### config.mk
export PLATFORM = sky130hd
export DESIGN_NAME = cqw_query_host
export DESIGN_NICKNAME = d
export VERILOG_FILES = /design/src/rtl/cqw_pkg.sv /design/src/rtl/cqw_phase_timer.sv /design/src/rtl/cqw_query_host.sv
export SDC_FILE = /design/constraint.sdc
export NUM_CORES = 1
export LEC_CHECK = 0
export BUFFER_PORTS_ARGS = -buffer_cell sky130_fd_sc_hd__buf_2
export CAP_MARGIN = 20
export CORE_MARGIN = 4
export CORE_UTILIZATION = 30
export DETAILED_ROUTE_END_ITERATION = 10
export GPL_ROUTABILITY_DRIVEN = 0
export PLACE_DENSITY_LB_ADDON = 0.05
export SLEW_MARGIN = 10
export SYNTH_ARGS = -nofsm -noshare
export SYNTH_HDL_FRONTEND = slang
export SYNTH_SLANG_ARGS = --single-unit
### constraint.sdc
create_clock -name clk -period 5.2 [get_ports clk]
set_input_delay 1.04 -clock clk [delete_from_list [all_inputs] [get_ports clk]]
set_output_delay 1.04 -clock clk [all_outputs]
set_load 0.005 [all_outputs]
### src/rtl/cqw_pkg.sv
// Contract
// - In array read, writing 98h to word address 55h enters query mode.
// - Query mode lasts until the reset command or a supply lockout returns to array reads.
// - The query command is also taken from identification readout mode.
// - A write cycle needs select and strobe low with output enable high.
package cqw_pkg;

    localparam int CLK_PERIOD_NS = 100;
    localparam int T_ADDR_SETUP_NS = 50;
    localparam int T_WE_LOW_NS = 50;
    localparam int T_WE_HIGH_NS = 50;
    localparam int T_READ_ACCESS_NS = 100;
    localparam int T_POWER_UP_NS = 1000;
    localparam int SYNC_CYC = 3;

    function automatic int ns_to_cyc_up(int ns);
        int c;
        c = (ns + CLK_PERIOD_NS - 1) / CLK_PERIOD_NS;
        return (c < 1) ? 1 : c;
    endfunction

    localparam int WR_SETUP_CYC = ns_to_cyc_up(T_ADDR_SETUP_NS);
    localparam int WE_LOW_CYC = ns_to_cyc_up(T_WE_LOW_NS);
    localparam int WE_HIGH_CYC = ns_to_cyc_up(T_WE_HIGH_NS);
    localparam int RD_ACCESS_CYC = ns_to_cyc_up(T_READ_ACCESS_NS);
    localparam int POWER_UP_CYC = ns_to_cyc_up(T_POWER_UP_NS);

    localparam int ADDR_W = 22;
    localparam int WADDR_W = ADDR_W - 1;
    localparam int DATA_W = 16;
    localparam int TMR_W = 8;

    localparam logic [7:0] QUERY_CMD = 8'h98;
    localparam logic [WADDR_W-1:0] QUERY_CMD_ADDR = 21'h00055;
    localparam logic [WADDR_W-1:0] RESET_CMD_ADDR = 21'h00000;
    localparam logic [7:0] RESET_CMD_DEFAULT = 8'hf0;

    localparam logic [6:0] VFY_FIRST = 7'h10;
    localparam logic [6:0] VFY_SYS_LAST = 7'h26;
    localparam logic [6:0] VFY_EXT_FIRST = 7'h40;
    localparam logic [6:0] VFY_EXT_LAST = 7'h42;

    typedef enum logic [1:0] {
        CMD_READ = 2'b00,
        CMD_QUERY = 2'b01,
        CMD_RESET = 2'b10,
        CMD_VERIFY = 2'b11
    } cqw_cmd_t;

    typedef enum logic {
        MODE_ARRAY = 1'b0,
        MODE_QUERY = 1'b1
    } cqw_mode_t;

    typedef enum logic [1:0] {
        VPH_NONE = 2'b00,
        VPH_ENTER = 2'b01,
        VPH_READ = 2'b10,
        VPH_EXIT = 2'b11
    } cqw_vph_t;

    typedef enum logic [2:0] {
        ST_PWRUP = 3'b000,
        ST_IDLE = 3'b001,
        ST_WR_SETUP = 3'b010,
        ST_WR_PULSE = 3'b011,
        ST_WR_HOLD = 3'b100,
        ST_RD_ACCESS = 3'b101,
        ST_RD_SETTLE = 3'b110,
        ST_GAP = 3'b111
    } cqw_state_t;

    typedef struct packed {
        cqw_cmd_t cmd;
        logic [WADDR_W-1:0] addr;
    } cqw_req_t;

    typedef struct packed {
        logic valid;
        logic err;
        logic [DATA_W-1:0] data;
    } cqw_rsp_t;

    typedef struct packed {
        logic ce_n;
        logic we_n;
        logic oe_n;
        logic [ADDR_W-1:0] addr;
        logic [DATA_W-1:0] dq_out;
        logic dq_oe_n;
    } cqw_pins_t;

    typedef struct packed {
        logic [TMR_W-1:0] cnt;
        logic done;
    } cqw_tmr_state_t;

    typedef struct packed {
        cqw_state_t st;
        cqw_pins_t pins;
        cqw_mode_t mode;
        cqw_mode_t next_mode;
        cqw_vph_t vph;
        logic [6:0] vaddr;
        logic vlast;
        logic mismatch;
        logic wait_eq;
        logic bm;
        logic [DATA_W-1:0] dq_s1;
        logic [DATA_W-1:0] dq_s2;
        logic [DATA_W-1:0] dq_s3;
        logic lk_s1;
        logic lk_s2;
        logic lk_s3;
        logic lk_lvl;
        logic ready;
        cqw_rsp_t rsp;
        logic sig_ok;
        logic tmr_start;
        logic [TMR_W-1:0] tmr_load;
    } cqw_host_state_t;

    localparam cqw_pins_t PINS_IDLE = '{ce_n: 1'b1, we_n: 1'b1, oe_n: 1'b1, addr: '0,
                                        dq_out: '0, dq_oe_n: 1'b1};

    // Power-up holds every strobe high and keeps the timer running for the settle time.
    localparam cqw_host_state_t HOST_RESET = '{st: ST_PWRUP, pins: PINS_IDLE,
        mode: MODE_ARRAY, next_mode: MODE_ARRAY, vph: VPH_NONE, tmr_start: 1'b1,
        tmr_load: TMR_W'(POWER_UP_CYC), default: '0};

    // Expected query table contents; everything undefined reads zero.
    function automatic logic [DATA_W-1:0] cqw_expect(logic [6:0] a);
        logic [DATA_W-1:0] v;
        v = 16'h0000;
        unique case (a)
            7'h10: v = 16'h0051;
            7'h11: v = 16'h0052;
            7'h12: v = 16'h0059;
            7'h13: v = 16'h0002;
            7'h15: v = 16'h0040;
            7'h1b: v = 16'h0027;
            7'h1c: v = 16'h0036;
            7'h1f: v = 16'h0007;
            7'h20: v = 16'h0007;
            7'h21: v = 16'h000a;
            7'h23: v = 16'h0001;
            7'h24: v = 16'h0005;
            7'h25: v = 16'h0004;
            7'h40: v = 16'h0050;
            7'h41: v = 16'h0052;
            7'h42: v = 16'h0049;
            default: v = 16'h0000;
        endcase
        return v;
    endfunction

endpackage

### src/rtl/cqw_phase_timer.sv
`timescale 1ns/100ps
`default_nettype none
module cqw_phase_timer (
    input wire logic clk,
    input wire logic rst,
    input wire logic start,
    input wire logic [cqw_pkg::TMR_W-1:0] load,
    output logic done
);
    import cqw_pkg::*;

    cqw_tmr_state_t t_q;
    cqw_tmr_state_t t_d;

    // The done pulse comes in the cycle the count reaches zero, and start and done are both registered, so a phase lasts
    // load plus two cycles, which keeps every least time on the safe side.
    always_comb begin
        t_d = t_q;
        t_d.done = 1'b0;
        if (start) begin
            t_d.cnt = load;
        end else if (t_q.cnt != '0) begin
            t_d.cnt = t_q.cnt - 1'b1;
            t_d.done = (t_q.cnt == TMR_W'(1));
        end
    end

    always_ff @(posedge clk or posedge rst) begin
        if (rst) begin
            t_q <= '0;
        end else begin
            t_q <= t_d;
        end
    end

    assign done = t_q.done;
endmodule
`default_nettype wire

### src/rtl/cqw_query_host.sv
`timescale 1ns/100ps
`default_nettype none
module cqw_query_host #(
    parameter logic [7:0] RESET_CMD = cqw_pkg::RESET_CMD_DEFAULT
) (
    input wire logic clk,
    input wire logic rst,
    input wire logic req_valid,
    input wire cqw_pkg::cqw_req_t req,
    output logic req_ready,
    output cqw_pkg::cqw_rsp_t rsp,
    input wire logic byte_mode,
    input wire logic supply_below_lockout,
    input wire logic [cqw_pkg::DATA_W-1:0] dq_in,
    output cqw_pkg::cqw_pins_t pins,
    output cqw_pkg::cqw_mode_t host_mode,
    output logic sig_ok
);
    import cqw_pkg::*;

    cqw_host_state_t q;
    cqw_host_state_t d;
    logic tmr_done;
    logic [DATA_W-1:0] rd_word;

    cqw_phase_timer u_timer (
        .clk(clk),
        .rst(rst),
        .start(q.tmr_start),
        .load(q.tmr_load),
        .done(tmr_done)
    );

    function automatic logic [ADDR_W-1:0] scale(logic [WADDR_W-1:0] wa, logic bm);
        return bm ? {wa, 1'b0} : {1'b0, wa};
    endfunction

    function automatic cqw_host_state_t start_write(cqw_host_state_t s,
                                                    logic [WADDR_W-1:0] wa,
                                                    logic [7:0] cmd);
        cqw_host_state_t r;
        r = s;
        r.st = ST_WR_SETUP;
        r.pins.ce_n = 1'b0;
        r.pins.oe_n = 1'b1;
        r.pins.we_n = 1'b1;
        r.pins.addr = scale(wa, s.bm);
        r.pins.dq_out = {8'h00, cmd};
        r.pins.dq_oe_n = 1'b0;
        r.tmr_start = 1'b1;
        r.tmr_load = TMR_W'(WR_SETUP_CYC);
        return r;
    endfunction

    function automatic cqw_host_state_t start_read(cqw_host_state_t s,
                                                   logic [WADDR_W-1:0] wa);
        cqw_host_state_t r;
        r = s;
        r.st = ST_RD_ACCESS;
        r.pins.ce_n = 1'b0;
        r.pins.oe_n = 1'b0;
        r.pins.we_n = 1'b1;
        r.pins.addr = scale(wa, s.bm);
        r.pins.dq_oe_n = 1'b1;
        r.tmr_start = 1'b1;
        r.tmr_load = TMR_W'(RD_ACCESS_CYC);
        return r;
    endfunction

    // In byte mode only the low lane carries data, so the upper byte is cleared.
    assign rd_word = q.bm ? {8'h00, q.dq_s3[7:0]} : q.dq_s3;

    always_comb begin
        d = q;
        d.tmr_start = 1'b0;
        d.rsp.valid = 1'b0;
        d.dq_s1 = dq_in;
        d.dq_s2 = q.dq_s1;
        d.dq_s3 = q.dq_s2;
        d.lk_s1 = supply_below_lockout;
        d.lk_s2 = q.lk_s1;
        d.lk_s3 = q.lk_s2;
        if (q.lk_s2 == q.lk_s3) begin
            d.lk_lvl = q.lk_s3;
        end
        unique case (q.st)
            ST_PWRUP: begin
                if (tmr_done) begin
                    d.st = ST_IDLE;
                    d.ready = 1'b1;
                end
            end
            ST_IDLE: begin
                if (req_valid && q.ready) begin
                    d.ready = 1'b0;
                    d.bm = byte_mode;
                    d.rsp.err = 1'b0;
                    if (req.cmd == CMD_READ) begin
                        d = start_read(d, req.addr);
                    end else if (q.lk_lvl) begin
                        // The device drops writes while the supply is low anyway.
                        d.rsp.valid = 1'b1;
                        d.rsp.err = 1'b1;
                        d.ready = 1'b1;
                    end else if (req.cmd == CMD_RESET) begin
                        d.next_mode = MODE_ARRAY;
                        d = start_write(d, RESET_CMD_ADDR, RESET_CMD);
                    end else begin
                        // Issued from any mode, identification readout included.
                        d.next_mode = MODE_QUERY;
                        d.mismatch = 1'b0;
                        d.vph = (req.cmd == CMD_VERIFY) ? VPH_ENTER : VPH_NONE;
                        d = start_write(d, QUERY_CMD_ADDR, QUERY_CMD);
                    end
                end
            end
            ST_WR_SETUP: begin
                if (tmr_done) begin
                    d.st = ST_WR_PULSE;
                    d.pins.we_n = 1'b0;
                    d.tmr_start = 1'b1;
                    d.tmr_load = TMR_W'(WE_LOW_CYC);
                end
            end
            ST_WR_PULSE: begin
                if (tmr_done) begin
                    d.st = ST_WR_HOLD;
                    d.pins.we_n = 1'b1;
                    d.tmr_start = 1'b1;
                    d.tmr_load = TMR_W'(WE_HIGH_CYC);
                end
            end
            ST_WR_HOLD: begin
                if (tmr_done) begin
                    d.st = ST_GAP;
                    d.pins = PINS_IDLE;
                    d.mode = q.next_mode;
                end
            end
            ST_RD_ACCESS: begin
                if (tmr_done) begin
                    d.st = ST_RD_SETTLE;
                    d.wait_eq = 1'b0;
                    d.tmr_start = 1'b1;
                    d.tmr_load = TMR_W'(SYNC_CYC);
                end
            end
            ST_RD_SETTLE: begin
                if (tmr_done) begin
                    d.wait_eq = 1'b1;
                end
                // A word counts only once two synchroniser stages agree.
                if (q.wait_eq && (q.dq_s2 == q.dq_s3)) begin
                    d.st = ST_GAP;
                    d.pins = PINS_IDLE;
                    d.rsp.data = rd_word;
                    if (q.vph == VPH_READ) begin
                        d.mismatch = q.mismatch | (rd_word != cqw_expect(q.vaddr));
                        d.vlast = (q.vaddr == VFY_EXT_LAST);
                        d.vaddr = (q.vaddr == VFY_SYS_LAST) ? VFY_EXT_FIRST :
                                  7'(q.vaddr + 7'h01);
                    end
                end
            end
            ST_GAP: begin
                if (q.vph == VPH_ENTER) begin
                    d.vph = VPH_READ;
                    d.vaddr = VFY_FIRST;
                    d.vlast = 1'b0;
                    d = start_read(d, {14'h0000, VFY_FIRST});
                end else if (q.vph == VPH_READ && !q.vlast) begin
                    d = start_read(d, {14'h0000, q.vaddr});
                end else if (q.vph == VPH_READ) begin
                    d.vph = VPH_EXIT;
                    d.next_mode = MODE_ARRAY;
                    d = start_write(d, RESET_CMD_ADDR, RESET_CMD);
                end else begin
                    if (q.vph == VPH_EXIT) begin
                        d.sig_ok = !q.mismatch;
                        d.rsp.err = q.mismatch;
                    end
                    d.vph = VPH_NONE;
                    d.st = ST_IDLE;
                    d.rsp.valid = 1'b1;
                    d.ready = 1'b1;
                end
            end
        endcase
        // The device falls back to read mode under lockout, so the tracker follows.
        if (d.lk_lvl) begin
            d.mode = MODE_ARRAY;
        end
    end

    always_ff @(posedge clk or posedge rst) begin
        if (rst) begin
            q <= HOST_RESET;
        end else begin
            q <= d;
        end
    end

    assign req_ready = q.ready;
    assign rsp = q.rsp;
    assign pins = q.pins;
    assign host_mode = q.mode;
    assign sig_ok = q.sig_ok;
endmodule
`default_nettype wire

# After elaboration in Yosys (flattened, before gate mapping)
# Cells that the tools add are included.
# totals
ff_bits	150
input_bits	44
output_inout_bits	63
elab_cells	193
# op_classes
n_addsub	2
eq_ne	57
mux	59
bitwise_logic	6
n_reduce_logical	38
# ops
operator	count
two-way mux 141 bit	4
case mux 40 bit (4 select lines)	1
two-way mux 121 bit	1
two-way mux 112 bit	1
case mux 53 bit (2 select lines)	1
case mux 7 bit (14 select lines)	1
two-way mux 16 bit	5
equality test 7 x 5 -> 1 bit, second input constant	8
two-way mux 9 bit	6
case mux 16 bit (3 select lines)	1
two-way mux 46 bit	1
two-way mux 45 bit	1
two-way mux 44 bit	1
equality test 7 x 6 -> 1 bit, second input constant	6
case mux 9 bit (4 select lines)	1
AND reduction 6 bit	6
!= test 2 bit, second input constant	14
case mux 9 bit (3 select lines)	1
two-way mux 26 bit	1
two-way mux 8 bit	3
case mux 3 bit (8 select lines)	1
AND reduction 8 bit	3
two-way mux 22 bit	1
equality test 7 bit, second input constant	3
42 further kinds	90

# Longest topological paths before layout
# depth
word_depth	11
mapped_depth	10

# Hierarchy
# Synthesis repeated with hierarchy kept, for this count alone.
# unflattened
hier_cells	662
area_unflattened_um2	6884.1
# by_module_without_submodules
module	n_inst	cells_each	area_per_inst_um2	seq_area_each_um2
cqw_query_host	1	601	6328.6	3086.7
cqw_phase_timer	1	61	555.5	225.2

# Worst setup path after synthesis
# No wires, ideal clock.
# synth_timing
path_kind	input port to flip-flop
from	in req[22] in the netlist's numbering
to	reg q, in the netlist pins[17]
setup_time_ns	0.125
t_arrival_ns	2.490
path_slack_ns	2.585
path_stages	7
n_path_buf	1
path_cell_list	o21ai_1 > nand2_1 > a221o_1 > a21oi_1 > o21ai_2 > buf_6 > mux2_4
# synth_between
elab_chain_len	6
# synth_lines
element	line	source
from (decl)	cqw_query_host.sv:9	input wire cqw_pkg::cqw_req_t req,
equality test 2 bit	cqw_query_host.sv:105	end else if (req.cmd == CMD_RESET) begin
two-way mux 121 bit	cqw_query_host.sv:105	
two-way mux 112 bit	cqw_query_host.sv:100	end else if (q.lk_lvl) begin
two-way mux 141 bit	cqw_query_host.sv:98	if (req.cmd == CMD_READ) begin
two-way mux 141 bit	cqw_query_host.sv:94	if (req_valid && q.ready) begin
case mux 40 bit (4 select lines)	cqw_query_host.sv:86	unique case (q.st)
to (signal assigned)	cqw_query_host.sv:197	q <= HOST_RESET;
to (signal assigned)	cqw_query_host.sv:199	q <= d;
to (decl)	cqw_query_host.sv:21	cqw_host_state_t q;
# Parallel ways exist; a longest one is shown, timed or not. The select of a mux whose other input is x is not followed.
# A chain may end at the register's enable or synchronous reset.

# Worst setup path in the final report
# layout_timing
from	reg q[139] in the netlist's numbering
to	reg q, in the netlist pins[22]
# layout_between
elab_chain_len	3
# layout_lines
element	line
equality test 3 bit or equality test 3 x 1 -> 1 bit (tied branches)	cqw_query_host.sv:86
!= test 4 bit (no line), or another cell as far along	n/a
AND reduction 6 bit (no line)	n/a
# Parallel ways exist; a longest one is shown, timed or not.

==> summary.txt <==
Detailed routing
  – Via count: between 4000 and 5000
  – WL per Instance: 16.94 microns
  – Via density: 4.901
  – Drt total wl: roughly 16000 microns
  – Remaining DRCs: 0
  – Antenna viol nets, final: 0
  – DRT Pass-1 Iters: 4
  – Initial drt markers: 264

Yosys
  – Synth cell types: ~80
  – Synthesized area: 6719 sq um
  – Top_reg_cell synth: dfrtp_1
  – Yosys top cell area share: 46.55%
  – Ys Warns: 0
  – Post-synth EDFFs: 0
  – Ys async rst share: 100.0%
  – Avg Inst Size Synth: 10.56 sq um
  – Synth top area cells: dfrtp_1, buf_4, mux2i_1
  – Synth area leader: dfrtp_1
  – Post-synthesis cell count: ~640
  – Count leader, synth: dfrtp_1
  – Seq cells post-synth: 132
  – Most common library cells after synthesis: dfrtp_1, buf_4, nand2_1, nor2_1, a21oi_1
  – Post-synthesis sequential area ratio: 49.29%

Critical path
  – CP endpoint kind: flop
  – Worst Path Max Fanout: 24
  – CP required: 5.50 ns
  – Critical path arrival: about 3.3 ns
  – Critical Path Start Type: flop
  – Setup CP Type: flop to flop

Clocking
  – CTS root buf: clkbuf_16
  – CTS Buf Count: 17
  – Sinks on Clock Net: 132
  – CTS Hold Buffers Added: 0
  – Max clock buf depth: 2
  – Clock latency on the worst-skew pair: around 0.42 ns
  – Post-CTS Setup Repair Bufs: 0
  – Clock H-tree levels: 4
  – Cts repair resizes: 0
  – CTS tree: yes
  – Clock slew at reported path FFs: roughly 0.06 ns

Die
  – Core Region: 21960 sq um
  – DIE HEIGHT: ~160 microns
  – Num rows: 54
  – Width of the chip: 157.7 microns
  – Initial Utilization: 30.60%
  – Die area: 24860 sq um
  – I/O pin count: 107

Global routing
  – Grt ovf: 0
  – Vias in the first global route: 4830
  – GRT Total Usage: 13.58%
  – First-pass GRT wire length: 26500 microns
  – Initial antenna violation count: 0
  – Largest net degree at the start of global routing: 97

Cells and area
  – Antenna Cells: 0
  – Final Util: a little over a third
  – P&R area growth vs syn: 14.32%
  – Share of post-route cells with drive strength above 1: 25.04%
  – Net count, final: 731
  – Final cell count without fillers: 971

Power and ir drop
  – Pwr dens: 492.2 nW/um^2
  – Static leakage: 3.510 nW
  – Peak supply drop: 0.2111 mV

Min path
  – Hold Path Class: flop to flop

Run status
  – Outcome: finished, final reports clean

Timing
  – # setup viols final: 0
  – Clock Skew: 0.02178 ns
  – TNS Setup: 0 ns
  – Hold_ws: 0.3486 ns
  – Fin crit share: 56.89%
  – Slew HR: 35.88%
  – RSZ-0062 raised after global routing: no
  – Worst Tran Pin Value: 0.9587 ns
  – Fmax: around 340 MHz
  – Min setup slack post-route: 2.242 ns
  – Min cycle time layout: 2.958 ns
  – Slew Limit Fails: 0
  – Fin. Hold Viols: 0

Placement
  – Post-DP HPWL: about 12000 microns
  – Placed cells: 939
  – Pre-CTS WS: 2.078 ns
  – Port Buffers: 95

Job
  – Max-cap violation count: 0
## cells in the final DEF (no fill, tap or decap), drive strengths merged, types with 5 or more instances in the layout
cell and n:
mux2 28, dfrtp 125, inv 34, o22ai 7, dfstp 7, xnor2 19, o21ai 32, nand2b 7
nand3 17, nor2b 15, a211oi 6, ha 9, nor3 11, buf 100, nand2 43, a22o 5
nor2 37, and3 5, a31oi 7, xor2 5, a21oi 29, conb 11, mux2i 21, o2bb2ai 15
clkbuf 17, nor4 5, nand4 6
## layout make-up
class                           instances  area, sq um
Clock buffer                           17        425.4
Clock inverter                         15        198.9
Fill cell                            2208        14280
Inverter                               23        91.34
Multi-Input combinational cell        404         2783
Sequential cell                       132         3312
Tap cell                              280        350.3
Timing Repair Buffer                  100        520.5
## metal layers
metal	global-route usage, %	up-vias	wire, microns
li1	-	2298	-
met3	3.144	11	678
met1	18.65	2336	7918
met2	21.44	114	7699
met5	0	-	0
met4	4.056	0	154
## registers in the layout (all words and copies together) (netlist names)
name,cells
host_mode,1
pins,29
q,73
req_ready,1
rsp,18
sig_ok,1
u_timer.done,1
u_timer.t_q,8
## metrics by stage
stage	total power, mW	area [sq um]
after global placement	2.515	7042
after global routing	4.052	7681
after detailed placement	2.542	7057
final	3.780	7681
after floorplan	2.305	6756
after CTS	3.848	7681
## final timing paths
kind	start	to	slack, ns	cells past startpoint
setup / recovery	q[139]	pins[22]	2.24	8
hold / removal	q[70]	q[54]	0.35	0
setup reg to reg	q[139]	pins[22]	2.24	8
hold reg to reg	q[70]	q[54]	0.35	0
max in group asynchronous	rst	rsp[1]	3.37	3
min in group asynchronous	rst	rsp[17]	0.82	2
## critical path: stages (launching register included)
cell and delay [ns]:
dfrtp_1 0.83, inv_1 0.28, nor2_1 0.36, nand2_1 0.11
nor2_1 0.30, a21oi_1 0.13, o21ai_2 0.23, buf_8 0.24
mux2_2 0.35
## cell families after synthesis
kind of cell | count (synthesis) | synth area share [%]
other cells | 1 | 0.05581
mux | 49 | 7.989
buf+inv | 110 | 9.851
xor+xnor | 24 | 3.128
simple gates | 162 | 12.46
flops | 132 | 49.29
compound gates | 148 | 15.40
fa+ha+maj | 10 | 1.825
## report_power, final
part / total (mW) / switching, mW / internal [mW]
registers: 1.42 / 0.186 / 1.23
logic: 1.09 / 0.616 / 0.471
clock network: 1.27 / 0.532 / 0.741
total: 3.78 / 1.33 / 2.45
No activity file was read; power rests on OpenSTA's default activity.
